<file path="config.mk">
export PLATFORM = sky130hd
export DESIGN_NAME = fpcc_top
export DESIGN_NICKNAME = d
export VERILOG_FILES = /design/src/include/fpcc_pkg.sv /design/src/rtl/fpcc_rel.sv /design/src/rtl/fpcc_pred.sv /design/src/rtl/fpcc_top.sv
export VERILOG_INCLUDE_DIRS = /design/src /design/src/include
export SDC_FILE = /design/constraint.sdc
export NUM_CORES = 1
export LEC_CHECK = 0
export BUFFER_PORTS_ARGS = -buffer_cell sky130_fd_sc_hd__buf_2
export CAP_MARGIN = 15
export CORE_MARGIN = 4
export CORE_UTILIZATION = 42
export DETAILED_ROUTE_END_ITERATION = 8
export GPL_ROUTABILITY_DRIVEN = 1
export HOLD_SLACK_MARGIN = 0.05
export MAX_ROUTING_LAYER = met4
export PLACE_DENSITY = 0.68
export SYNTH_ARGS = -nofsm -noshare
export SYNTH_HDL_FRONTEND = slang
export SYNTH_SLANG_ARGS = --single-unit
</file>
<file path="constraint.sdc">
create_clock -name i_core_clk -period 8.7 [get_ports i_core_clk]
set_input_delay 0.435 -clock i_core_clk [delete_from_list [all_inputs] [get_ports i_core_clk]]
set_output_delay 0.435 -clock i_core_clk [all_outputs]
set_load 0.01 [all_outputs]
</file>
<file path="src/include/fpcc_map.svh">
// Register offsets, field positions, reset values and format widths for the compare unit.
`ifndef FPCC_MAP_SVH
`define FPCC_MAP_SVH

`define FPCC_OFF_SRC_A_LO 8'h00
`define FPCC_OFF_SRC_A_HI 8'h04
`define FPCC_OFF_SRC_B_LO 8'h08
`define FPCC_OFF_SRC_B_HI 8'h0c
`define FPCC_OFF_CMD      8'h10
`define FPCC_OFF_CTRL     8'h14
`define FPCC_OFF_CC       8'h18
`define FPCC_OFF_FLAGS    8'h1c
`define FPCC_OFF_LAST     8'h20
`define FPCC_OFF_COUNT    8'h24

`define FPCC_CMD_COND_LSB 0
`define FPCC_CMD_SEL_LSB  4
`define FPCC_CMD_FMT_LSB  8

`define FPCC_CTRL_INV_EN  0
`define FPCC_CTRL_COP_EN  1
`define FPCC_CTRL_PS_EN   2
`define FPCC_CTRL_RST     3'h6

`define FPCC_FLG_INV      0
`define FPCC_FLG_INV_EXC  1
`define FPCC_FLG_UNIMPL   2
`define FPCC_FLG_COPU     3
`define FPCC_FLG_RESV     4
`define FPCC_FLAGS_RST    5'h00
`define FPCC_CC_RST       8'h00

`define FPCC_SINGLE_EXP   8
`define FPCC_SINGLE_MAN   23
`define FPCC_DOUBLE_EXP   11
`define FPCC_DOUBLE_MAN   52

`endif

</file>
<file path="src/include/fpcc_pkg.sv">
// Types shared by the compare unit.
package fpcc_pkg;
  typedef enum logic [1:0] {
    FPCC_FMT_S,
    FPCC_FMT_D,
    FPCC_FMT_PS,
    FPCC_FMT_RSV
  } fpcc_fmt_t;

  typedef enum logic [0:0] {
    FPCC_BUS_IDLE,
    FPCC_BUS_RD_WAIT
  } fpcc_bus_t;
endpackage

</file>
<file path="src/rtl/fpcc_rel.sv">
// Ordering relations and NaN class of two operands in one binary format.
`timescale 1ns/1ps
module fpcc_rel #(
  parameter int EXP_W = 8,
  parameter int MAN_W = 23
) (
  input  wire logic [EXP_W+MAN_W:0] i_a,
  input  wire logic [EXP_W+MAN_W:0] i_b,
  output logic                      o_less,
  output logic                      o_equal,
  output logic                      o_unord,
  output logic                      o_signaling_nan,
  output logic                      o_quiet_nan
);
  localparam int W = EXP_W + MAN_W + 1;

  if (EXP_W < 2 || MAN_W < 2) begin : g_chk
    $error("fpcc_rel: exponent and mantissa need at least two bits.");
  end

  logic a_nan;
  logic b_nan;
  logic both_zero;
  logic mag_lt;
  logic mag_gt;
  logic ord_less;

  assign a_nan     = (&i_a[W-2:MAN_W]) & (|i_a[MAN_W-1:0]);
  assign b_nan     = (&i_b[W-2:MAN_W]) & (|i_b[MAN_W-1:0]);
  assign o_quiet_nan    = (a_nan & i_a[MAN_W-1]) | (b_nan & i_b[MAN_W-1]);
  assign o_signaling_nan    = (a_nan & ~i_a[MAN_W-1]) | (b_nan & ~i_b[MAN_W-1]);
  assign both_zero = ~(|i_a[W-2:0]) & ~(|i_b[W-2:0]);
  assign mag_lt    = i_a[W-2:0] < i_b[W-2:0];
  assign mag_gt    = i_a[W-2:0] > i_b[W-2:0];
  assign ord_less  = ~both_zero & ((i_a[W-1] & ~i_b[W-1]) | (~i_a[W-1] & ~i_b[W-1] & mag_lt) |
                                   (i_a[W-1] & i_b[W-1] & mag_gt));
  assign o_unord   = a_nan | b_nan;
  assign o_less    = ~o_unord & ord_less;
  assign o_equal   = ~o_unord & (both_zero | (i_a == i_b));
endmodule

</file>
<file path="src/rtl/fpcc_pred.sv">
// Predicate evaluation and invalid-operation detection for one compare lane.
`timescale 1ns/1ps
module fpcc_pred (
  input  wire logic       i_less,
  input  wire logic       i_equal,
  input  wire logic       i_unord,
  input  wire logic       i_signaling_nan,
  input  wire logic       i_quiet_nan,
  input  wire logic [3:0] i_cond,
  output logic            o_result,
  output logic            o_invalid
);
  // Each of the low three predicate bits enables one relation; code zero enables none.
  assign o_result  = (i_cond[2] & i_less) | (i_cond[1] & i_equal) | (i_cond[0] & i_unord);
  assign o_invalid = i_signaling_nan | (i_cond[3] & i_quiet_nan);
endmodule

</file>
<file path="src/rtl/fpcc_top.sv">
// Floating-point compare unit with condition codes, reached over an AHB-Lite slave port.
//
// Register access over AHB-Lite and the register addresses were left to the implementer.
`timescale 1ns/1ps
`include "fpcc_map.svh"
module fpcc_top #(
  parameter int ADDR_W = 8
) (
  input  wire logic                  i_core_clk,
  input  wire logic                  i_rst,
  input  wire logic                  i_hsel,
  input  wire logic [31:0]           i_haddr,
  input  wire logic [1:0]            i_htrans,
  input  wire logic                  i_hwrite,
  input  wire logic [2:0]            i_hsize,
  input  wire logic [31:0]           i_hwdata,
  input  wire logic                  i_hready,
  output logic                       o_hreadyout,
  output logic [31:0]                o_hrdata,
  output logic                       o_hresp,
  output logic [7:0]                 o_cond_codes,
  output logic                       o_inv_exc,
  output logic                       o_unimpl_exc,
  output logic                       o_copu_exc,
  output logic                       o_resv_exc,
  output fpcc_pkg::fpcc_fmt_t        o_last_fmt
);
  import fpcc_pkg::*;

  if (ADDR_W < 6 || ADDR_W > 32) begin : g_chk
    $error("fpcc_top: ADDR_W must lie between 6 and 32.");
  end

  // Bus slave state.
  fpcc_bus_t          bus_reg;
  logic               hreadyout_reg;
  logic [31:0]        hrdata_reg;
  logic               wr_pend_reg;
  logic [ADDR_W-1:0]  wr_addr_reg;
  logic [ADDR_W-1:0]  rd_addr_reg;
  logic               addr_take;

  // Software-visible state.
  logic [31:0]        src_a_lo_reg;
  logic [31:0]        src_a_hi_reg;
  logic [31:0]        src_b_lo_reg;
  logic [31:0]        src_b_hi_reg;
  logic [2:0]         ctrl_reg;
  logic [7:0]         cc_reg;
  logic [4:0]         flags_reg;
  logic [4:0]         flags_next;
  logic [9:0]         last_reg;
  logic [15:0]        count_reg;
  fpcc_fmt_t          fmt_reg;
  logic               inv_exc_reg;
  logic               unimpl_exc_reg;
  logic               copu_exc_reg;
  logic               resv_exc_reg;

  // Compare command decode.
  logic               go;
  logic [3:0]         cmd_cond;
  logic [2:0]         cmd_sel;
  logic [2:0]         cmd_sel_hi;
  fpcc_fmt_t          cmd_fmt;
  logic               is_ps;
  logic               copu_raise;
  logic               resv_raise;
  logic               unimpl_raise;
  logic               exec_ok;
  logic               inv_raise;
  logic               inv_take;
  logic               cc_write;

  // Lane relations.
  logic d_less, d_equal, d_unord, d_signaling_nan, d_quiet_nan;
  logic s_less, s_equal, s_unord, s_signaling_nan, s_quiet_nan;
  logic h_less, h_equal, h_unord, h_signaling_nan, h_quiet_nan;
  logic lo_less, lo_equal, lo_unord, lo_signaling_nan, lo_quiet_nan;
  logic lo_result, lo_inv;
  logic hi_result, hi_inv;

  assign addr_take = i_hsel & i_hready & i_htrans[1];

  always_ff @(posedge i_core_clk or posedge i_rst) begin
    if (i_rst) begin
      bus_reg       <= FPCC_BUS_IDLE;
      hreadyout_reg <= 1'b1;
      rd_addr_reg   <= '0;
    end else begin
      case (bus_reg)
        FPCC_BUS_IDLE: begin
          // A read costs one wait state so that the data reflect every earlier write.
          if (addr_take && !i_hwrite) begin
            bus_reg       <= FPCC_BUS_RD_WAIT;
            hreadyout_reg <= 1'b0;
            rd_addr_reg   <= i_haddr[ADDR_W-1:0];
          end
        end
        FPCC_BUS_RD_WAIT: begin
          bus_reg       <= FPCC_BUS_IDLE;
          hreadyout_reg <= 1'b1;
        end
        default: begin
          bus_reg       <= FPCC_BUS_IDLE;
          hreadyout_reg <= 1'b1;
        end
      endcase
    end
  end

  // Only whole-word writes are accepted; narrower ones complete but store nothing.
  always_ff @(posedge i_core_clk or posedge i_rst) begin
    if (i_rst) begin
      wr_pend_reg <= 1'b0;
      wr_addr_reg <= '0;
    end else begin
      wr_pend_reg <= addr_take & i_hwrite & (i_hsize == 3'h2);
      wr_addr_reg <= i_haddr[ADDR_W-1:0];
    end
  end

  always_ff @(posedge i_core_clk or posedge i_rst) begin
    if (i_rst) begin
      hrdata_reg <= 32'h0;
    end else if (bus_reg == FPCC_BUS_RD_WAIT) begin
      case (rd_addr_reg)
        ADDR_W'(`FPCC_OFF_SRC_A_LO): hrdata_reg <= src_a_lo_reg;
        ADDR_W'(`FPCC_OFF_SRC_A_HI): hrdata_reg <= src_a_hi_reg;
        ADDR_W'(`FPCC_OFF_SRC_B_LO): hrdata_reg <= src_b_lo_reg;
        ADDR_W'(`FPCC_OFF_SRC_B_HI): hrdata_reg <= src_b_hi_reg;
        ADDR_W'(`FPCC_OFF_CTRL):     hrdata_reg <= {29'h0, ctrl_reg};
        ADDR_W'(`FPCC_OFF_CC):       hrdata_reg <= {24'h0, cc_reg};
        ADDR_W'(`FPCC_OFF_FLAGS):    hrdata_reg <= {27'h0, flags_reg};
        ADDR_W'(`FPCC_OFF_LAST):     hrdata_reg <= {22'h0, last_reg};
        ADDR_W'(`FPCC_OFF_COUNT):    hrdata_reg <= {16'h0, count_reg};
        default:                     hrdata_reg <= 32'h0;
      endcase
    end
  end

  always_ff @(posedge i_core_clk or posedge i_rst) begin
    if (i_rst) begin
      src_a_lo_reg <= 32'h0;
      src_a_hi_reg <= 32'h0;
      src_b_lo_reg <= 32'h0;
      src_b_hi_reg <= 32'h0;
    end else if (wr_pend_reg) begin
      case (wr_addr_reg)
        ADDR_W'(`FPCC_OFF_SRC_A_LO): src_a_lo_reg <= i_hwdata;
        ADDR_W'(`FPCC_OFF_SRC_A_HI): src_a_hi_reg <= i_hwdata;
        ADDR_W'(`FPCC_OFF_SRC_B_LO): src_b_lo_reg <= i_hwdata;
        ADDR_W'(`FPCC_OFF_SRC_B_HI): src_b_hi_reg <= i_hwdata;
        default: begin
        end
      endcase
    end
  end

  always_ff @(posedge i_core_clk or posedge i_rst) begin
    if (i_rst) begin
      ctrl_reg <= `FPCC_CTRL_RST;
    end else if (wr_pend_reg && wr_addr_reg == ADDR_W'(`FPCC_OFF_CTRL)) begin
      ctrl_reg <= i_hwdata[2:0];
    end
  end

  // A write to the command register starts a compare and completes it in the same edge.
  assign go         = wr_pend_reg && (wr_addr_reg == ADDR_W'(`FPCC_OFF_CMD));
  assign cmd_cond   = i_hwdata[`FPCC_CMD_COND_LSB +: 4];
  assign cmd_sel    = i_hwdata[`FPCC_CMD_SEL_LSB +: 3];
  assign cmd_fmt    = fpcc_fmt_t'(i_hwdata[`FPCC_CMD_FMT_LSB +: 2]);
  assign is_ps      = (cmd_fmt == FPCC_FMT_PS);
  assign cmd_sel_hi = 3'(cmd_sel + 3'h1);

  fpcc_rel #(.EXP_W(`FPCC_DOUBLE_EXP), .MAN_W(`FPCC_DOUBLE_MAN)) u_rel_d (
    .i_a     ({src_a_hi_reg, src_a_lo_reg}),
    .i_b     ({src_b_hi_reg, src_b_lo_reg}),
    .o_less  (d_less),
    .o_equal (d_equal),
    .o_unord (d_unord),
    .o_signaling_nan  (d_signaling_nan),
    .o_quiet_nan  (d_quiet_nan)
  );

  fpcc_rel #(.EXP_W(`FPCC_SINGLE_EXP), .MAN_W(`FPCC_SINGLE_MAN)) u_rel_s (
    .i_a     (src_a_lo_reg),
    .i_b     (src_b_lo_reg),
    .o_less  (s_less),
    .o_equal (s_equal),
    .o_unord (s_unord),
    .o_signaling_nan  (s_signaling_nan),
    .o_quiet_nan  (s_quiet_nan)
  );

  // The upper single halves form the second lane of a paired compare.
  fpcc_rel #(.EXP_W(`FPCC_SINGLE_EXP), .MAN_W(`FPCC_SINGLE_MAN)) u_rel_h (
    .i_a     (src_a_hi_reg),
    .i_b     (src_b_hi_reg),
    .o_less  (h_less),
    .o_equal (h_equal),
    .o_unord (h_unord),
    .o_signaling_nan  (h_signaling_nan),
    .o_quiet_nan  (h_quiet_nan)
  );

  always_comb begin
    if (cmd_fmt == FPCC_FMT_D) begin
      lo_less  = d_less;
      lo_equal = d_equal;
      lo_unord = d_unord;
      lo_signaling_nan  = d_signaling_nan;
      lo_quiet_nan  = d_quiet_nan;
    end else begin
      lo_less  = s_less;
      lo_equal = s_equal;
      lo_unord = s_unord;
      lo_signaling_nan  = s_signaling_nan;
      lo_quiet_nan  = s_quiet_nan;
    end
  end

  fpcc_pred u_pred_lo (
    .i_less    (lo_less),
    .i_equal   (lo_equal),
    .i_unord   (lo_unord),
    .i_signaling_nan    (lo_signaling_nan),
    .i_quiet_nan    (lo_quiet_nan),
    .i_cond    (cmd_cond),
    .o_result  (lo_result),
    .o_invalid (lo_inv)
  );

  fpcc_pred u_pred_hi (
    .i_less    (h_less),
    .i_equal   (h_equal),
    .i_unord   (h_unord),
    .i_signaling_nan    (h_signaling_nan),
    .i_quiet_nan    (h_quiet_nan),
    .i_cond    (cmd_cond),
    .o_result  (hi_result),
    .o_invalid (hi_inv)
  );

  // Exceptions that stop the compare before it is evaluated, in priority order.
  assign copu_raise   = go & ~ctrl_reg[`FPCC_CTRL_COP_EN];
  assign resv_raise   = go & ~copu_raise & (cmd_fmt == FPCC_FMT_RSV);
  assign unimpl_raise = go & ~copu_raise & is_ps & ~ctrl_reg[`FPCC_CTRL_PS_EN];
  assign exec_ok      = go & ~copu_raise & ~resv_raise & ~unimpl_raise;
  assign inv_raise    = exec_ok & (lo_inv | (is_ps & hi_inv));
  assign inv_take     = inv_raise & ctrl_reg[`FPCC_CTRL_INV_EN];
  assign cc_write     = exec_ok & ~inv_take;

  always_ff @(posedge i_core_clk or posedge i_rst) begin
    if (i_rst) begin
      cc_reg <= `FPCC_CC_RST;
    end else if (cc_write) begin
      cc_reg[cmd_sel] <= lo_result;
      if (is_ps) begin
        cc_reg[cmd_sel_hi] <= hi_result;
      end
    end else if (wr_pend_reg && wr_addr_reg == ADDR_W'(`FPCC_OFF_CC)) begin
      cc_reg <= i_hwdata[7:0];
    end
  end

  // Sticky flags: a new event in the clearing cycle survives the clear.
  always_comb begin
    flags_next = flags_reg;
    if (wr_pend_reg && wr_addr_reg == ADDR_W'(`FPCC_OFF_FLAGS)) begin
      flags_next = flags_reg & ~i_hwdata[4:0];
    end
    flags_next[`FPCC_FLG_INV]     = flags_next[`FPCC_FLG_INV] | inv_raise;
    flags_next[`FPCC_FLG_INV_EXC] = flags_next[`FPCC_FLG_INV_EXC] | inv_take;
    flags_next[`FPCC_FLG_UNIMPL]  = flags_next[`FPCC_FLG_UNIMPL] | unimpl_raise;
    flags_next[`FPCC_FLG_COPU]    = flags_next[`FPCC_FLG_COPU] | copu_raise;
    flags_next[`FPCC_FLG_RESV]    = flags_next[`FPCC_FLG_RESV] | resv_raise;
  end

  always_ff @(posedge i_core_clk or posedge i_rst) begin
    if (i_rst) begin
      flags_reg <= `FPCC_FLAGS_RST;
    end else begin
      flags_reg <= flags_next;
    end
  end

  // Exception pulses toward the pipeline, one cycle each.
  always_ff @(posedge i_core_clk or posedge i_rst) begin
    if (i_rst) begin
      inv_exc_reg    <= 1'b0;
      unimpl_exc_reg <= 1'b0;
      copu_exc_reg   <= 1'b0;
      resv_exc_reg   <= 1'b0;
    end else begin
      inv_exc_reg    <= inv_take;
      unimpl_exc_reg <= unimpl_raise;
      copu_exc_reg   <= copu_raise;
      resv_exc_reg   <= resv_raise;
    end
  end

  // Relations and results of the last evaluated compare, and a count of them.
  always_ff @(posedge i_core_clk or posedge i_rst) begin
    if (i_rst) begin
      last_reg  <= 10'h0;
      fmt_reg   <= FPCC_FMT_S;
      count_reg <= 16'h0;
    end else if (exec_ok) begin
      last_reg  <= {h_unord, h_equal, h_less, lo_unord, lo_equal, lo_less, hi_result, lo_result, inv_raise,
                    inv_take};
      fmt_reg   <= cmd_fmt;
      count_reg <= 16'(count_reg + 16'h1);
    end
  end

  assign o_hreadyout  = hreadyout_reg;
  assign o_hrdata     = hrdata_reg;
  assign o_hresp      = 1'b0;
  assign o_cond_codes = cc_reg;
  assign o_inv_exc    = inv_exc_reg;
  assign o_unimpl_exc = unimpl_exc_reg;
  assign o_copu_exc   = copu_exc_reg;
  assign o_resv_exc   = resv_exc_reg;
  assign o_last_fmt   = fmt_reg;

  nan_unord_a: assert property (@(posedge i_core_clk) disable iff (i_rst)
    (go && (lo_signaling_nan || lo_quiet_nan)) |-> (lo_unord && !lo_less && !lo_equal))
    else $error("NaN operand did not force the unordered relation.");

  ordered_rel_a: assert property (@(posedge i_core_clk) disable iff (i_rst)
    (go && !lo_unord) |-> !(lo_less && lo_equal))
    else $error("Ordered operands reported both less and equal.");

  cc_value_a: assert property (@(posedge i_core_clk) disable iff (i_rst)
    cc_write |=> (cc_reg[$past(cmd_sel)] ==
                  (($past(cmd_cond[2]) && $past(lo_less)) || ($past(cmd_cond[1]) && $past(lo_equal)) ||
                   ($past(cmd_cond[0]) && $past(lo_unord)))))
    else $error("Condition code differs from the predicate of the relations.");

  false_pred_a: assert property (@(posedge i_core_clk) disable iff (i_rst)
    (cc_write && cmd_cond[2:0] == 3'h0) |=> !cc_reg[$past(cmd_sel)])
    else $error("Never-true predicate wrote a true result.");

  unord_pred_a: assert property (@(posedge i_core_clk) disable iff (i_rst)
    (cc_write && cmd_cond[2:0] == 3'h1) |=> (cc_reg[$past(cmd_sel)] == $past(lo_unord)))
    else $error("Unordered-only predicate gave the wrong result.");

  eq_pred_a: assert property (@(posedge i_core_clk) disable iff (i_rst)
    (cc_write && cmd_cond[2:1] == 2'h1) |=> (cc_reg[$past(cmd_sel)] ==
                                             ($past(lo_equal) || ($past(cmd_cond[0]) && $past(lo_unord)))))
    else $error("Equal based predicate gave the wrong result.");

  below_pred_a: assert property (@(posedge i_core_clk) disable iff (i_rst)
    (cc_write && cmd_cond[2] && !lo_less && !lo_equal && !lo_unord) |=> !cc_reg[$past(cmd_sel)])
    else $error("Greater-than outcome produced true for a below predicate.");

  signaling_nan_inv_a: assert property (@(posedge i_core_clk) disable iff (i_rst)
    (exec_ok && lo_signaling_nan) |=> flags_reg[`FPCC_FLG_INV])
    else $error("Signaling NaN did not set the invalid flag.");

  quiet_nan_sig_a: assert property (@(posedge i_core_clk) disable iff (i_rst)
    (exec_ok && cmd_cond[3] && lo_quiet_nan && ctrl_reg[`FPCC_CTRL_INV_EN]) |=>
      o_inv_exc ##1 (o_inv_exc == $past(inv_take)))
    else $error("Signaling predicate with quiet NaN took no single exception.");

  quiet_nan_quiet_a: assert property (@(posedge i_core_clk) disable iff (i_rst)
    (exec_ok && !cmd_cond[3] && !lo_signaling_nan && !(is_ps && h_signaling_nan)) |=> !o_inv_exc)
    else $error("Quiet predicate raised invalid without a signaling NaN.");

  ps_upper_a: assert property (@(posedge i_core_clk) disable iff (i_rst)
    (cc_write && is_ps && !cmd_sel[0]) |=> (cc_reg[$past(cmd_sel_hi)] == $past(hi_result)))
    else $error("Upper half result missing from the next condition code.");

  ps_or_a: assert property (@(posedge i_core_clk) disable iff (i_rst)
    (exec_ok && is_ps && hi_inv && !lo_inv) |=> flags_reg[`FPCC_FLG_INV])
    else $error("Upper half invalid operation was not reported.");

  exc_nowrite_a: assert property (@(posedge i_core_clk) disable iff (i_rst)
    inv_take |=> ($stable(cc_reg) && o_inv_exc))
    else $error("Taken invalid exception still wrote a condition code.");

  zero_sign_a: assert property (@(posedge i_core_clk) disable iff (i_rst)
    (go && cmd_fmt == FPCC_FMT_S && ((src_a_lo_reg == 32'h80000000 && src_b_lo_reg == 32'h0) ||
                                     (src_a_lo_reg == 32'h0 && src_b_lo_reg == 32'h80000000)))
      |-> (lo_equal && !lo_less))
    else $error("Signed zeros did not compare equal.");

  copu_block_a: assert property (@(posedge i_core_clk) disable iff (i_rst)
    copu_raise |=> (o_copu_exc && $stable(cc_reg) && flags_reg[`FPCC_FLG_COPU]))
    else $error("Coprocessor-unusable compare was not refused.");
endmodule

</file>
# Word level (Yosys, flattened, before mapping)
# Index checks and enable logic that the tools add are counted.
totals:
  regBits: 227
  out_inout_bits: 48
  word_cells: 235
classes:
  add_sub_neg: 2
  order_cmp: 10
  eq_ne: 23
  mux: 20
  n_bitwise: 126
  n_reduce_logical: 34
ops:
  columns: ["operator", "n"]
  rows:
  - ["$pmux 32 s9", 1]
  - ["$reduce_or 63->1", 2]
  - ["$reduce_or 31->1", 4]
  - ["$reduce_or 52->1", 2]
  - ["$reduce_or 23->1", 4]
  - ["$and 1x1->1", 65]
  - ["$eq 32x32->1", 2]
  - ["$eq 64x64->1", 1]
  - ["$gt 63x63->1", 1]
  - ["$lt 63x63->1", 1]
  - ["$gt 31x31->1", 2]
  - ["$lt 31x31->1", 2]
  - ["$eq 8x5->1 const B", 7]
  - ["$eq 8x4->1 const B", 4]
  - ["$reduce_and 8->1", 4]
  - ["$or 1x1->1", 30]
  - ["$not 1->1", 29]
  - ["$mux 8", 3]
  - ["$reduce_and 11->1", 2]
  - ["$add 16x1->16 const B", 1]
  - ["$bwmux 8", 2]
  - ["$eq 8x3->1 const B", 2]
  - ["$eq 8x6->1 const B", 2]
  - ["$logic_not 8->1", 2]
  - ["other kinds (17)", 40]

# Longest topological paths before layout
# Gate-level depths: netlist (run 1).
depth:
  depth_word: 15
  depth_mapped: 11

# Modules after synthesis
# A second synthesis (run 1) with hierarchy kept.
hier_totals:
  cells_unflattened: 1466
  hier_area_um2: 14787.9
by_module_without_submodules:
  columns: ["mod", "n_inst", "cells_per_inst", "area_each_um2", "seq_area_each_um2"]
  rows:
  - ["fpcc_top", 1, 853, 10576.4, 5684.2]
  - ["fpcc_rel (u_rel_h ...)", 2, 157, 1062.3, 0.0]
  - ["fpcc_rel (u_rel_d)", 1, 293, 2044.5, 0.0]
  - ["fpcc_pred", 2, 3, 21.3, 0.0]

# Least setup slack after synthesis (run 1)
# Ideal clock, no wire load.
synth_timing:
  path_type: "reg2reg"
  from: "reg src_b_hi_reg[22]"
  to: "reg cc_reg[7], in the netlist o_cond_codes[7]"
  arrival_time_ps: 2654
  t_required_ps: 8569
  slack_ps: 5916
  path_stages_with_launch: 12
  n_path_buf: 0
  synth_period_minus_slack_ps: 2784
  cell_sequence: "dfrtp_1 -> inv_1 -> ha_1 -> nand4_1 -> nor4_1 -> nand4_1 -> nor2_1 -> o21ai_0 -> a211oi_1 -> o31ai_4 -> nor4_1 -> o41ai_2"
synth_between:
  elab_chain_len: 14
synth_lines:
  columns: ["item", "line_no", "text"]
  rows:
  - ["start: declaration", "fpcc_top.sv:47", "logic [31:0] src_b_hi_reg;"]
  - ["start signal: assignment", "fpcc_top.sv:153", "ADDR_W'(`FPCC_OFF_SRC_B_HI): src_b_hi_reg <= i_hwdata;"]
  - ["$lt 63x63->1 / $reduce_or 63->1 (equally long branches)", "fpcc_rel.sv:33, fpcc_rel.sv:32", null]
  - ["$and 1x1->1 / $not 1->1 (equally long branches)", "fpcc_rel.sv:35, fpcc_rel.sv:32", null]
  - ["$or 1x1->1 / $and 1x1->1 (equally long branches)", "fpcc_rel.sv:35, fpcc_rel.sv:32", null]
  - ["$or 1x1->1 / $not 1->1 (equally long branches)", "fpcc_rel.sv:35", "assign ord_less = ~both_zero & ((i_a[W-1] & ~i_b[W-1]) | (~i_a[W-1] & ~i_b[W-1] & mag_lt) |"]
  - ["$and 1x1->1", "fpcc_rel.sv:35", null]
  - ["$and 1x1->1", "fpcc_rel.sv:38", "assign o_less = ~o_unord & ord_less;"]
  - ["$mux 1", "fpcc_top.sv:208", "if (cmd_fmt == FPCC_FMT_D) begin"]
  - ["$and 1x1->1", "fpcc_pred.sv:14", "assign o_result = (i_cond[2] & i_less) | (i_cond[1] & i_equal) | (i_cond[0] & i_unord);"]
  - ["$or 1x1->1 (2 in a row)", "fpcc_pred.sv:14", null]
  - ["$bwmux 8", "fpcc_top.sv:258", "cc_reg[cmd_sel] <= lo_result;"]
  - ["$bwmux 8", "fpcc_top.sv:260", "cc_reg[cmd_sel_hi] <= hi_result;"]
  - ["$mux 8", "fpcc_top.sv:259", "if (is_ps) begin"]
  - ["$mux 8", "fpcc_top.sv:257", "end else if (cc_write) begin"]
  - ["end signal: assignment", "fpcc_top.sv:256", "cc_reg <= `FPCC_CC_RST;"]
  - ["end signal: indexed assignment", "fpcc_top.sv:258", null]
  - ["end signal: indexed assignment", "fpcc_top.sv:260", null]
  - ["end: declaration", "fpcc_top.sv:49", "logic [7:0] cc_reg;"]
# Parallel ways exist; a longest one is shown, timed or not.
# A chain may end at the register's enable or synchronous reset.

# Final worst setup path (run 1)
layout_timing:
  from: "reg src_b_hi_reg[30]"
  to: "reg cc_reg[2], in the netlist o_cond_codes[2]"
# Same word-level chain as after synthesis.

==> impl_metrics.csv, run 1 <==
group,metric,value,unit
status,status,"finished, final reports clean",
detailed_routing,drc_errors,0,
floorplan,initial_utilization,42.5,%
setup_path,end_kind,"register",
detailed_routing,drt_wl_total,37.1,mm
global_route,maximum_number_of_pins_on_one_net_before_global_route_repair,109,
timing,hold_viol,0,
layout,fin_util,48.4,%
logic_synthesis,synth_cells,1294,
detailed_routing,drt_iter0_markers,1012,
timing,final.setup_skew,15.7,ps
placed_design,final_hpwl_from_detailed_placement,26.4,mm
floorplan,die-area,32700,um^2
setup_path,worst_r2r_startpoint,"src_b_hi_reg[30]$_DFFE_PP0P_",
detailed_routing,dr.pass1.iters,5,
layout,area_overhead_vs_synth,14.1,%
timing,timing.max_slew.rel_slack,27.6,%
global_route,antenna_found_initial,1,
placed_design,setup_slack_placement,5080,ps
floorplan,boundaryPins,122,
layout,post_route_cells_drive_above_1_share,18.6,%
pwr,flop_pwr_share,44.5,%
placed_design,place_congestion,0.966,
clocking,clock_tree.buffer_depth,3,
detailed_routing,routedWlPerCell,20.8,um
timing,period_share,44.2,%
pwr,powerDensity,188,nW/um^2
pwr,switching_share,27.7,%
setup_path,cp-start-kind,"register",
placed_design,numPlacedInstances,1723,
timing,setup_violation_total_in_the_final_timing_report,0,
timing,rsz0062_at_grt,"no",
global_route,via_count_of_the_first_global_routing_pass,10450,
clocking,htree_levels,1,
clocking,worst_skew_pair.late_latency,530,ps
layout,layout.nets,1514,
setup_path,reg2reg_setup_slack,4850,ps
placed_design,port_buffers,95,
timing,final.setup.tns,0,ps
setup_path,timing.critical_path.fanout_max,9,
logic_synthesis,syn_nets,1439,
logic_synthesis,async_reset_ff_share,100,%
clocking,number_of_resized_instances_in_the_post_cts_repair_step,0,
layout,fillers,2724,
setup_path,crit_required,9110,ps
clocking,numCtsBuffers,26,
floorplan,chipWidth,181,um
pwr,power.switching,0.743,mW
timing,report.final.slew_viol_count,0,
logic_synthesis,synth.ff_latch_count,227,
clocking,clock_sinks,227,
clocking,cts_tree,"done",
layout,mostFrequentLayoutCell,"sky130_fd_sc_hd__dfrtp_1",
logic_synthesis,yosys.cell_types.count,64,
timing,post-route-min-period,3850,ps
global_route,global_route.usage.total,22.9,%
timing,hold_slack,63.8,ps
logic_synthesis,syn_std_cell_area,12600,um^2
setup_path,worstRegToRegCells,11,
timing,layout_setup_ws,4850,ps
pwr,p_clk_share,42.1,%
floorplan,fp.dieH,181,um
clocking,path_clk_slew,60,ps
logic_synthesis,yosys_warnings,0,
layout,most-common-layout-cells,"222 x sky130_fd_sc_hd__dfrtp_1, 155 x sky130_fd_sc_hd__nand2_1, 107 x sky130_fd_sc_hd__o21ai_0",
setup_path,crit_reg_reg_endpoint,"o_cond_codes[2]$_DFFE_PP0P_",
detailed_routing,antenna_left,0,
detailed_routing,dr_total_vias,10531,
floorplan,placementRows,63,
layout,final_design_area_no_fill,14300,um^2
pwr,power_report.internal_total,1.94,mW
logic_synthesis,post_synth.cell_area_avg,9.70,um^2
logic_synthesis,ys_seq_area_share,45.3,%
placed_design,placed_cell_area,13300,um^2
pwr,combPwrFrac,13.4,%
run,maxCapViolCount,0,
pwr,leakagePower,6.47,nW
layout,post_layout_nonfiller_instances,1781,
clocking,cts_root_buffer,"sky130_fd_sc_hd__clkbuf_16",
hold_path,hold_class,"in -> async",
logic_synthesis,synth-edff-count,0,
logic_synthesis,ys.flop_type,"sky130_fd_sc_hd__dfrtp_1",
pwr,fin_total_pwr,2.69,mW
timing,timing_worst_slew_pin_value,1080,ps
detailed_routing,viasPerCell,5.91,
global_route,grt.overflow.total,0,
floorplan,floorplan.core_area,29600,um^2
global_route,first_pass_grt_wire_length,58.8,mm
setup_path,timing.critical_path.arrival,4260,ps
pwr,peakVddDrop,0.131,mV
setup_path,worstSetupPathType,"reg -> reg",
timing,fmax,260,MHz
## power groups by stage
| stage | logic (mW) | registers (mW) | clock network [mW] |
|---|---|---|---|
| floorplan | 0.229 | 1.20 | 0 |
| global placement | 0.350 | 1.21 | 0 |
| detailed placement | 0.355 | 1.21 | 0 |
| CTS | 0.359 | 1.19 | 1.14 |
| global route | 0.399 | 1.20 | 1.19 |
| finish | 0.359 | 1.20 | 1.13 |
## metal layers
| layer | vias to the layer above | global-route usage, % | part of all wire (%) |
|---|---|---|---|
| met5 | - | - | 0 |
| met4 | 0 | 7.02 | 3.0 |
| met3 | 82 | 4.43 | 8.0 |
| met2 | 408 | 34.0 | 44 |
| met1 | 5165 | 31.9 | 45 |
| li1 | 4876 | - | - |
## synthesized netlist by cell type, drive strengths merged, types with 4 or more instances
cell / n / area share [%]
mux2: 80 / 7.2
buf: 11 / 0.54
nand3: 33 / 1.4
o211ai: 5 / 0.30
inv: 91 / 2.7
nor3: 19 / 0.76
a31oi: 11 / 0.55
ha: 71 / 7.1
a21o: 10 / 0.60
o41ai: 6 / 0.60
and3: 5 / 0.25
o31ai: 5 / 0.41
o22a: 7 / 0.49
nor4: 39 / 2.2
nand4: 37 / 1.8
a222oi: 6 / 0.48
and2: 7 / 0.35
dfrtp: 224 / 45
a21boi: 4 / 0.27
nand2: 156 / 4.7
nor3b: 5 / 0.30
o22ai: 24 / 1.2
xnor2: 15 / 1.0
a211o: 10 / 0.70
nor2: 62 / 1.9
nor2b: 6 / 0.30
a22oi: 11 / 0.66
nand2b: 6 / 0.30
clkbuf: 53 / 1.6
mux2i: 36 / 2.9
o21ai: 109 / 4.3
a21oi: 68 / 2.7
a221oi: 24 / 1.8
## worst max-delay path: stages, from the launching register on
cell and delay [ps]:
sky130_fd_sc_hd__dfrtp_1 420, sky130_fd_sc_hd__inv_1 90, sky130_fd_sc_hd__ha_1 300, sky130_fd_sc_hd__nand4_1 190, sky130_fd_sc_hd__nor4_1 770, sky130_fd_sc_hd__nand4_1 390
sky130_fd_sc_hd__nor2_1 160, sky130_fd_sc_hd__o21ai_0 140, sky130_fd_sc_hd__and3_1 250, sky130_fd_sc_hd__o31ai_4 530, sky130_fd_sc_hd__nor3_1 130, sky130_fd_sc_hd__o41ai_1 350
## logic make-up (layout without fill, tap and decap cells)
| group | Yosys count | count (layout) | synth area share [%] |
|---|---|---|---|
| DFF | 227 | 227 | 45.3 |
| adders and majority gates | 71 | 71 | 7.08 |
| and+or+nand+nor | 392 | 392 | 15.3 |
| other | 1 | 3 | 0.0299 |
| AOI/OAI and AO/OA | 313 | 313 | 16.0 |
| xor gates and xnor gates | 17 | 17 | 1.19 |
| buffers and inverters | 156 | 251 | 4.87 |
| muxes | 117 | 117 | 10.2 |
## area by class of cell
type                       instances  area (um^2)  area share [%]
tap                              390          488            3.41
multi-input combinational        911         6280            43.9
clock buffer                      32          714            4.99
sequential                       227         5690            39.7
timing repair buffer             111          616            4.30
antenna                            2         5.00          0.0349
inverter                          92          353            2.46
clock inverter                    16          173            1.21
## worst max-delay path by stage
stage	startpoint	endpoint	slack [ps]
2_1_floorplan	i_rst	bus_reg$_DFF_PP0_	2050
3_3_place_gp	src_b_hi_reg[30]$_DFFE_PP0P_	o_cond_codes[2]$_DFFE_PP0P_	5040
3_5_place_dp	src_b_hi_reg[30]$_DFFE_PP0P_	o_cond_codes[2]$_DFFE_PP0P_	5080
4_1_cts	src_b_hi_reg[30]$_DFFE_PP0P_	o_cond_codes[2]$_DFFE_PP0P_	5010
5_1_grt	src_b_hi_reg[30]$_DFFE_PP0P_	o_cond_codes[2]$_DFFE_PP0P_	4720
6_report	src_b_hi_reg[30]$_DFFE_PP0P_	o_cond_codes[2]$_DFFE_PP0P_	4850
## timing repair
item | CTS | global route
endpoints found under the hold margin | 8 | 0
setup buffers | 0 | 0
hold buffers | 8 | 0
Power figures use the tool's default switching activity.
==> run 2: changes to the inputs <==
--- a/config.mk
+++ b/config.mk
@@ -14,7 +14,7 @@
 export GPL_ROUTABILITY_DRIVEN = 1
 export HOLD_SLACK_MARGIN = 0.05
 export MAX_ROUTING_LAYER = met4
-export PLACE_DENSITY = 0.68
+export PLACE_DENSITY = 0.7
 export SYNTH_ARGS = -nofsm -noshare
 export SYNTH_HDL_FRONTEND = slang
 export SYNTH_SLANG_ARGS = --single-unit
==> constraint.sdc (replaced) <==
create_clock -name i_core_clk -period 3.3 [get_ports i_core_clk]
set_input_delay 0.165 -clock i_core_clk [delete_from_list [all_inputs] [get_ports i_core_clk]]
set_output_delay 0.165 -clock i_core_clk [all_outputs]
set_load 0.01 [all_outputs]
==> run 2 against run 1 <==
Count of clock-buffer cells in the layout is 1 higher. Combinational power grew to 2.9 times the previous value. Register-to-register slack got worse by 4800 ps. First-iteration DRC count is 7.9% higher. Sequential power grew to 2.6 times the previous value. Sequential share of layout area is 2.3 points lower. Clock skew rose by 11 ps. Die area did not move. Core utilization is 3.0 points higher. Fmax grew 20%. Routed wire length up 3.0%. Global-route usage rose by 0.53 points. Critical path type unchanged. Largest cell class unchanged.
==> impl_metrics.csv, run 2 (synthesized netlist as in run 1, its figures left out) <==
group,metric,value,unit
timing,timing.max_slew.rel_slack,31.9,%
pwr,flop_pwr_share,43.5,%
global_route,via_count_of_the_first_global_routing_pass,10583,
global_route,antenna_found_initial,0,
layout,post_route_cells_drive_above_1_share,21.4,%
layout,antenna_cells,0,
detailed_routing,dr.pass1.iters,6,
pwr,combPwrFrac,14.6,%
layout,layout.nets,1598,
floorplan,die-area,32700,um^2
pwr,leakagePower,6.88,nW
timing,period_share,97.0,%
setup_path,timing.critical_path.fanout_max,12,
global_route,first_pass_grt_wire_length,59.7,mm
pwr,p_clk_share,41.9,%
detailed_routing,drt_wl_total,38.2,mm
setup_path,worstPathBufferInverterCount,1,
layout,most-common-layout-cells,"221 x sky130_fd_sc_hd__dfrtp_1, 155 x sky130_fd_sc_hd__nand2_1, 106 x sky130_fd_sc_hd__o21ai_0",
layout,mostFrequentLayoutCell,"sky130_fd_sc_hd__dfrtp_1",
pwr,peakVddDrop,0.428,mV
setup_path,critical_path.cell_chain,"nor4_1 -> buf_4 -> nand4_1 -> or4_4 -> a32oi_1 -> and2_1 -> o211ai_1 -> a21o_2 -> o41ai_1",
pwr,power_report.internal_total,5.25,mW
detailed_routing,routedWlPerCell,20.5,um
timing,fmax,312,MHz
detailed_routing,antenna_left,0,
layout,area_overhead_vs_synth,21.2,%
pwr,switching_share,27.0,%
placed_design,placed_cell_area,13700,um^2
timing,final.setup_skew,26.6,ps
clocking,path_clk_slew,60,ps
clocking,clock_tree.buffer_depth,3,
floorplan,chipWidth,181,um
timing,hold_viol,0,
setup_path,cp-start-kind,"register",
clocking,numCtsBuffers,26,
status,status,"finished, final reports clean",
layout,fin_util,51.5,%
timing,hold_slack,79.3,ps
floorplan,boundaryPins,122,
layout,final_design_area_no_fill,15200,um^2
setup_path,critical-path-top-delay-family,"simple AND/OR/NAND/NOR gates",
clocking,clock_sinks,227,
detailed_routing,viasPerCell,5.86,
clocking,cts_tree,"done",
detailed_routing,drc_errors,0,
clocking,worst_skew_pair.late_latency,540,ps
placed_design,final_hpwl_from_detailed_placement,27.0,mm
run,maxCapViolCount,0,
setup_path,worstSetupPathType,"reg -> reg",
setup_path,worst_path_cell_with_the_longest_stage_delay,"sky130_fd_sc_hd__or4_4",
global_route,global_route.usage.total,23.4,%
floorplan,initial_utilization,42.5,%
hold_path,hold_class,"in -> reg",
setup_path,critical_path.max_stage_delay,610,ps
floorplan,floorplan.core_area,29600,um^2
setup_path,crit_required,3720,ps
global_route,grt.overflow.total,0,
timing,setup_violation_total_in_the_final_timing_report,0,
setup_path,timing.critical_path.arrival,3620,ps
setup_path,end_kind,"register",
clocking,cts_root_buffer,"sky130_fd_sc_hd__clkbuf_16",
floorplan,fp.dieH,181,um
timing,final.setup.tns,0,ps
timing,post-route-min-period,3200,ps
detailed_routing,drt_iter0_markers,1092,
global_route,maximum_number_of_pins_on_one_net_before_global_route_repair,173,
detailed_routing,dr_total_vias,10907,
clocking,htree_levels,1,
pwr,power.switching,1.95,mW
pwr,fin_total_pwr,7.20,mW
timing,timing_worst_slew_pin_value,1020,ps
placed_design,place_congestion,0.984,
placed_design,port_buffers,95,
floorplan,placementRows,63,
timing,report.final.slew_viol_count,0,
pwr,powerDensity,473,nW/um^2
run 2: cell type report:
cell class | count | area [um^2]
clock inverters | 12 | 175
repair buffers | 195 | 1430
well taps | 390 | 488
inverters | 92 | 349
clock buffers | 33 | 718
flip-flops and latches | 227 | 5690
multi-input cells | 911 | 6360
fillers | 2656 | 14300
run 2: what timing repair did:
item / 4_1_cts / 5_1_grt
setup endpoints to repair: 0 / 7
gates resized for setup: 0 / 18
buffers inserted: 0 / 5
hold endpoints to repair: 355 / 0
hold buffers: 46 / 0
run 2: power groups by stage:
stage               logic, mW  clock network, mW  registers, mW
CTS                      1.04               3.07           3.13
floorplan               0.604                  0           3.15
detailed placement      0.995                  0           3.18
finish                   1.05               3.02           3.13
global route             1.15               3.19           3.15
global placement        0.982                  0           3.17
run 2: metrics by stage:
stage	setup slack (ps)	instances
2_1_floorplan	171	1294
3_3_place_gp	94.1	1764
3_5_place_dp	46.3	1764
4_1_cts	42.6	1855
5_1_grt	-120	1860
6_report	97.8	1860
run 2: tightest hold or removal path, cell delays in order:
cell                      delay [ps]
sky130_fd_sc_hd__buf_2           230
sky130_fd_sc_hd__nand2_1          90
sky130_fd_sc_hd__o21ai_0          70
run 2: layer usage:
layer / up-vias / routed length, um / global-route usage, %
met2: 456 / 17500 / 36.0
met4: 0 / 1020 / 6.47
met1: 5345 / 16500 / 31.9
met3: 77 / 3170 / 4.71
met5: - / 0 / -
li1: 5029 / - / -
run 2: worst paths after layout:
path                                        startpoint                           to  slack (ps)  depth (start not counted)
setup / recovery           src_b_lo_reg[1]$_DFFE_PP0P_  o_cond_codes[2]$_DFFE_PP0P_         100                          9
hold / removal                             i_hwdata[4]  src_b_hi_reg[4]$_DFFE_PP0P_          80                          3
setup reg to reg           src_b_lo_reg[1]$_DFFE_PP0P_  o_cond_codes[2]$_DFFE_PP0P_         100                          9
hold reg to reg                last_reg[3]$_DFFE_PP0P_      last_reg[3]$_DFFE_PP0P_         480                          2
max in group asynchronous                        i_rst   rd_addr_reg[2]$_DFFE_PP0P_        1970                          4
min in group asynchronous                        i_rst     o_hrdata[18]$_DFFE_PP0P_         440                          4
==> run 3: changes to the inputs <==
==> constraint.sdc (replaced) <==
create_clock -name i_core_clk -period 2.9 [get_ports i_core_clk]
set_input_delay 0.58 -clock i_core_clk [delete_from_list [all_inputs] [get_ports i_core_clk]]
set_output_delay 0.58 -clock i_core_clk [all_outputs]
set_load 0.01 [all_outputs]
==> run 3 against run 2 <==
The flow now finishes with violations (setup timing). Die area unchanged. Clock skew down 10 ps. Sequential share of layout area down 3.3 points. Fmax up 4.8%. Global-route usage up 1.8 points. Sequential cell count unchanged. Critical path type unchanged. Largest power group unchanged.
==> impl_metrics.csv, run 3 (synthesized netlist as in run 1, its figures left out) <==
group,metric,value,unit
status,status,"complete, but fails checks",
status,failed_checks,"setup timing",
placed_design,place_congestion,1.00,
pwr,powerDensity,497,nW/um^2
timing,layout_setup_ws,-156,ps
pwr,leakagePower,7.66,nW
setup_path,critical_path.endpoint,"o_cond_codes[2]$_DFFE_PP0P_",
setup_path,crit_reg_reg_endpoint,"o_cond_codes[2]$_DFFE_PP0P_",
timing,final.setup.tns,-667,ps
timing,timing.max_slew.rel_slack,61.0,%
floorplan,chipWidth,181,um
setup_path,timing.critical_path.from,"src_b_lo_reg[27]$_DFFE_PP0P_",
layout,most-common-layout-cells,"224 x sky130_fd_sc_hd__buf_4, 218 x sky130_fd_sc_hd__dfrtp_1, 154 x sky130_fd_sc_hd__nand2_1",
clocking,cts-hold-fix-buffers,0,
timing,hold_slack,96.4,ps
layout,final_design_area_no_fill,16700,um^2
floorplan,placementRows,63,
floorplan,fp.dieH,181,um
timing,post-route-min-period,3060,ps
setup_path,critical_path.cell_chain,"inv_2 -> ha_4 -> nand4_1 -> buf_4 -> nor4_4 -> nand3b_1 -> o21a_1 -> a211oi_2 -> buf_4 -> o31ai_4 -> buf_12 -> nor3_1 -> o41ai_2",
detailed_routing,viasPerCell,5.83,
layout,post_layout_nonfiller_instances,2000,
setup_path,crit_path_frequent_cell,"sky130_fd_sc_hd__buf_4",
detailed_routing,drc_errors,0,
clocking,cts_tree,"done",
detailed_routing,antenna_left,0,
clocking,numCtsBuffers,26,
global_route,global_route.usage.total,25.2,%
timing,report.final.slew_viol_count,0,
clocking,path_clk_slew,60,ps
placed_design,setup_slack_placement,-345,ps
global_route,via_count_of_the_first_global_routing_pass,11683,
setup_path,critical-path-top-delay-family,"simple AND/OR/NAND/NOR gates",
floorplan,boundaryPins,122,
floorplan,floorplan.core_area,29600,um^2
placed_design,port_buffers,95,
hold_path,hold_class,"in -> async",
layout,mostFrequentLayoutCell,"sky130_fd_sc_hd__buf_4",
setup_path,cp-start-kind,"register",
layout,antenna_cells,0,
setup_path,worstSetupPathType,"reg -> reg",
global_route,first_pass_grt_wire_length,64.4,mm
setup_path,end_kind,"register",
setup_path,crit_required,3310,ps
setup_path,timing.critical_path.fanout_max,7,
placed_design,numPlacedInstances,1928,
layout,area_overhead_vs_synth,32.9,%
layout,fillers,2535,
setup_path,reg2reg_setup_slack,-160,ps
pwr,peakVddDrop,0.377,mV
setup_path,worstPathBufferInverterCount,4,
global_route,grt.overflow.total,0,
layout,post_route_cells_drive_above_1_share,35.2,%
clocking,cts_root_buffer,"sky130_fd_sc_hd__clkbuf_16",
clocking,clock_sinks,227,
floorplan,initial_utilization,42.5,%
placed_design,placed_cell_area,14900,um^2
timing,period_share,105,%
detailed_routing,drt_iter0_markers,1195,
detailed_routing,dr_total_vias,11660,
timing,hold_viol,0,
timing,fmax,327,MHz
clocking,worst_skew_pair.late_latency,530,ps
layout,layout.nets,1737,
layout,fin_util,56.4,%
setup_path,critical_path.max_stage_delay,410,ps
detailed_routing,drt_wl_total,41.8,mm
global_route,antenna_found_initial,0,
timing,timing_worst_slew_pin_value,585,ps
setup_path,worst_path_cell_with_the_longest_stage_delay,"sky130_fd_sc_hd__dfrtp_1",
run,maxCapViolCount,0,
clocking,clock_tree.buffer_depth,3,
floorplan,die-area,32700,um^2
timing,setup_violation_total_in_the_final_timing_report,9,
setup_path,worst_r2r_startpoint,"src_b_lo_reg[27]$_DFFE_PP0P_",
placed_design,final_hpwl_from_detailed_placement,29.4,mm
global_route,maximum_number_of_pins_on_one_net_before_global_route_repair,65,
setup_path,worstRegToRegCells,13,
timing,final.setup_skew,16.5,ps
detailed_routing,routedWlPerCell,20.9,um
setup_path,crit_cells,13,
timing,rsz0062_at_grt,"yes",
pwr,fin_total_pwr,8.29,mW
clocking,htree_levels,1,
setup_path,timing.critical_path.arrival,3460,ps
detailed_routing,dr.pass1.iters,6,
run 3: cell count changes in the layout (fill, tap and decap cells not counted), moves of 7 or more:
| cell | previous run | this run |
|---|---|---|
| sky130_fd_sc_hd__ha_4 | 0 | 11 |
| sky130_fd_sc_hd__a21oi_1 | 68 | 61 |
| sky130_fd_sc_hd__ha_1 | 71 | 60 |
| sky130_fd_sc_hd__nor4_4 | 1 | 8 |
| sky130_fd_sc_hd__dlygate4sd3_1 | 46 | 0 |
| sky130_fd_sc_hd__nor4_1 | 25 | 17 |
| sky130_fd_sc_hd__a21oi_2 | 0 | 7 |
| sky130_fd_sc_hd__buf_4 | 47 | 224 |
run 3: metal layers:
layer  part of all wire, %  wire length [um]  GRT usage (%)  up-vias
li1                      -                 -              -     5305
met4                   2.9              1230           7.50        0
met5                     0                 0              -        -
met1                    44             18300           34.3     5756
met2                    46             19400           39.6      504
met3                   7.0              2900           3.36       95
run 3: timing repair:
item / 4_1_cts / 5_1_grt
gates cloned: 2 / 0
resized for setup: 58 / 57
pin swaps: 24 / 14
setup endpoints to repair: 16 / 19
setup buffers: 5 / 22
run 3: worst reg2reg max path: cells and delay by family (launching register included):
family / cells / cell delay [ps]
buf+inv: 4 / 620
simple gates: 4 / 1020
fa+ha+maj: 1 / 270
flops: 1 / 410
compound gates: 4 / 610
run 3: worst min-delay path by stage:
stage                              endpoint  cells after the start
2_1_floorplan       last_reg[3]$_DFFE_PP0P_                      2
3_3_place_gp         flags_reg[1]$_DFF_PP0_                      1
3_5_place_dp     rd_addr_reg[1]$_DFFE_PP0P_                      2
4_1_cts        src_a_lo_reg[15]$_DFFE_PP0P_                      2
5_1_grt        src_a_lo_reg[15]$_DFFE_PP0P_                      2
6_report       src_b_hi_reg[16]$_DFFE_PP0P_                      2
run 3: where the power goes:
group	internal, mW	total [mW]	switching, mW
clock network	2.08	3.41	1.33
registers	3.36	3.58	0.212
logic	0.563	1.30	0.736
run 3: cell type report:
class                      count  area [um^2]  share of cell area (%)
multi-input combinational    912         6870                    41.2
sequential                   227         5690                    34.1
timing repair buffer         333         2380                    14.3
clock buffer                  36          759                    4.55
tap                          390          488                    2.93
inverter                      92          349                    2.09
clock inverter                10          129                   0.773
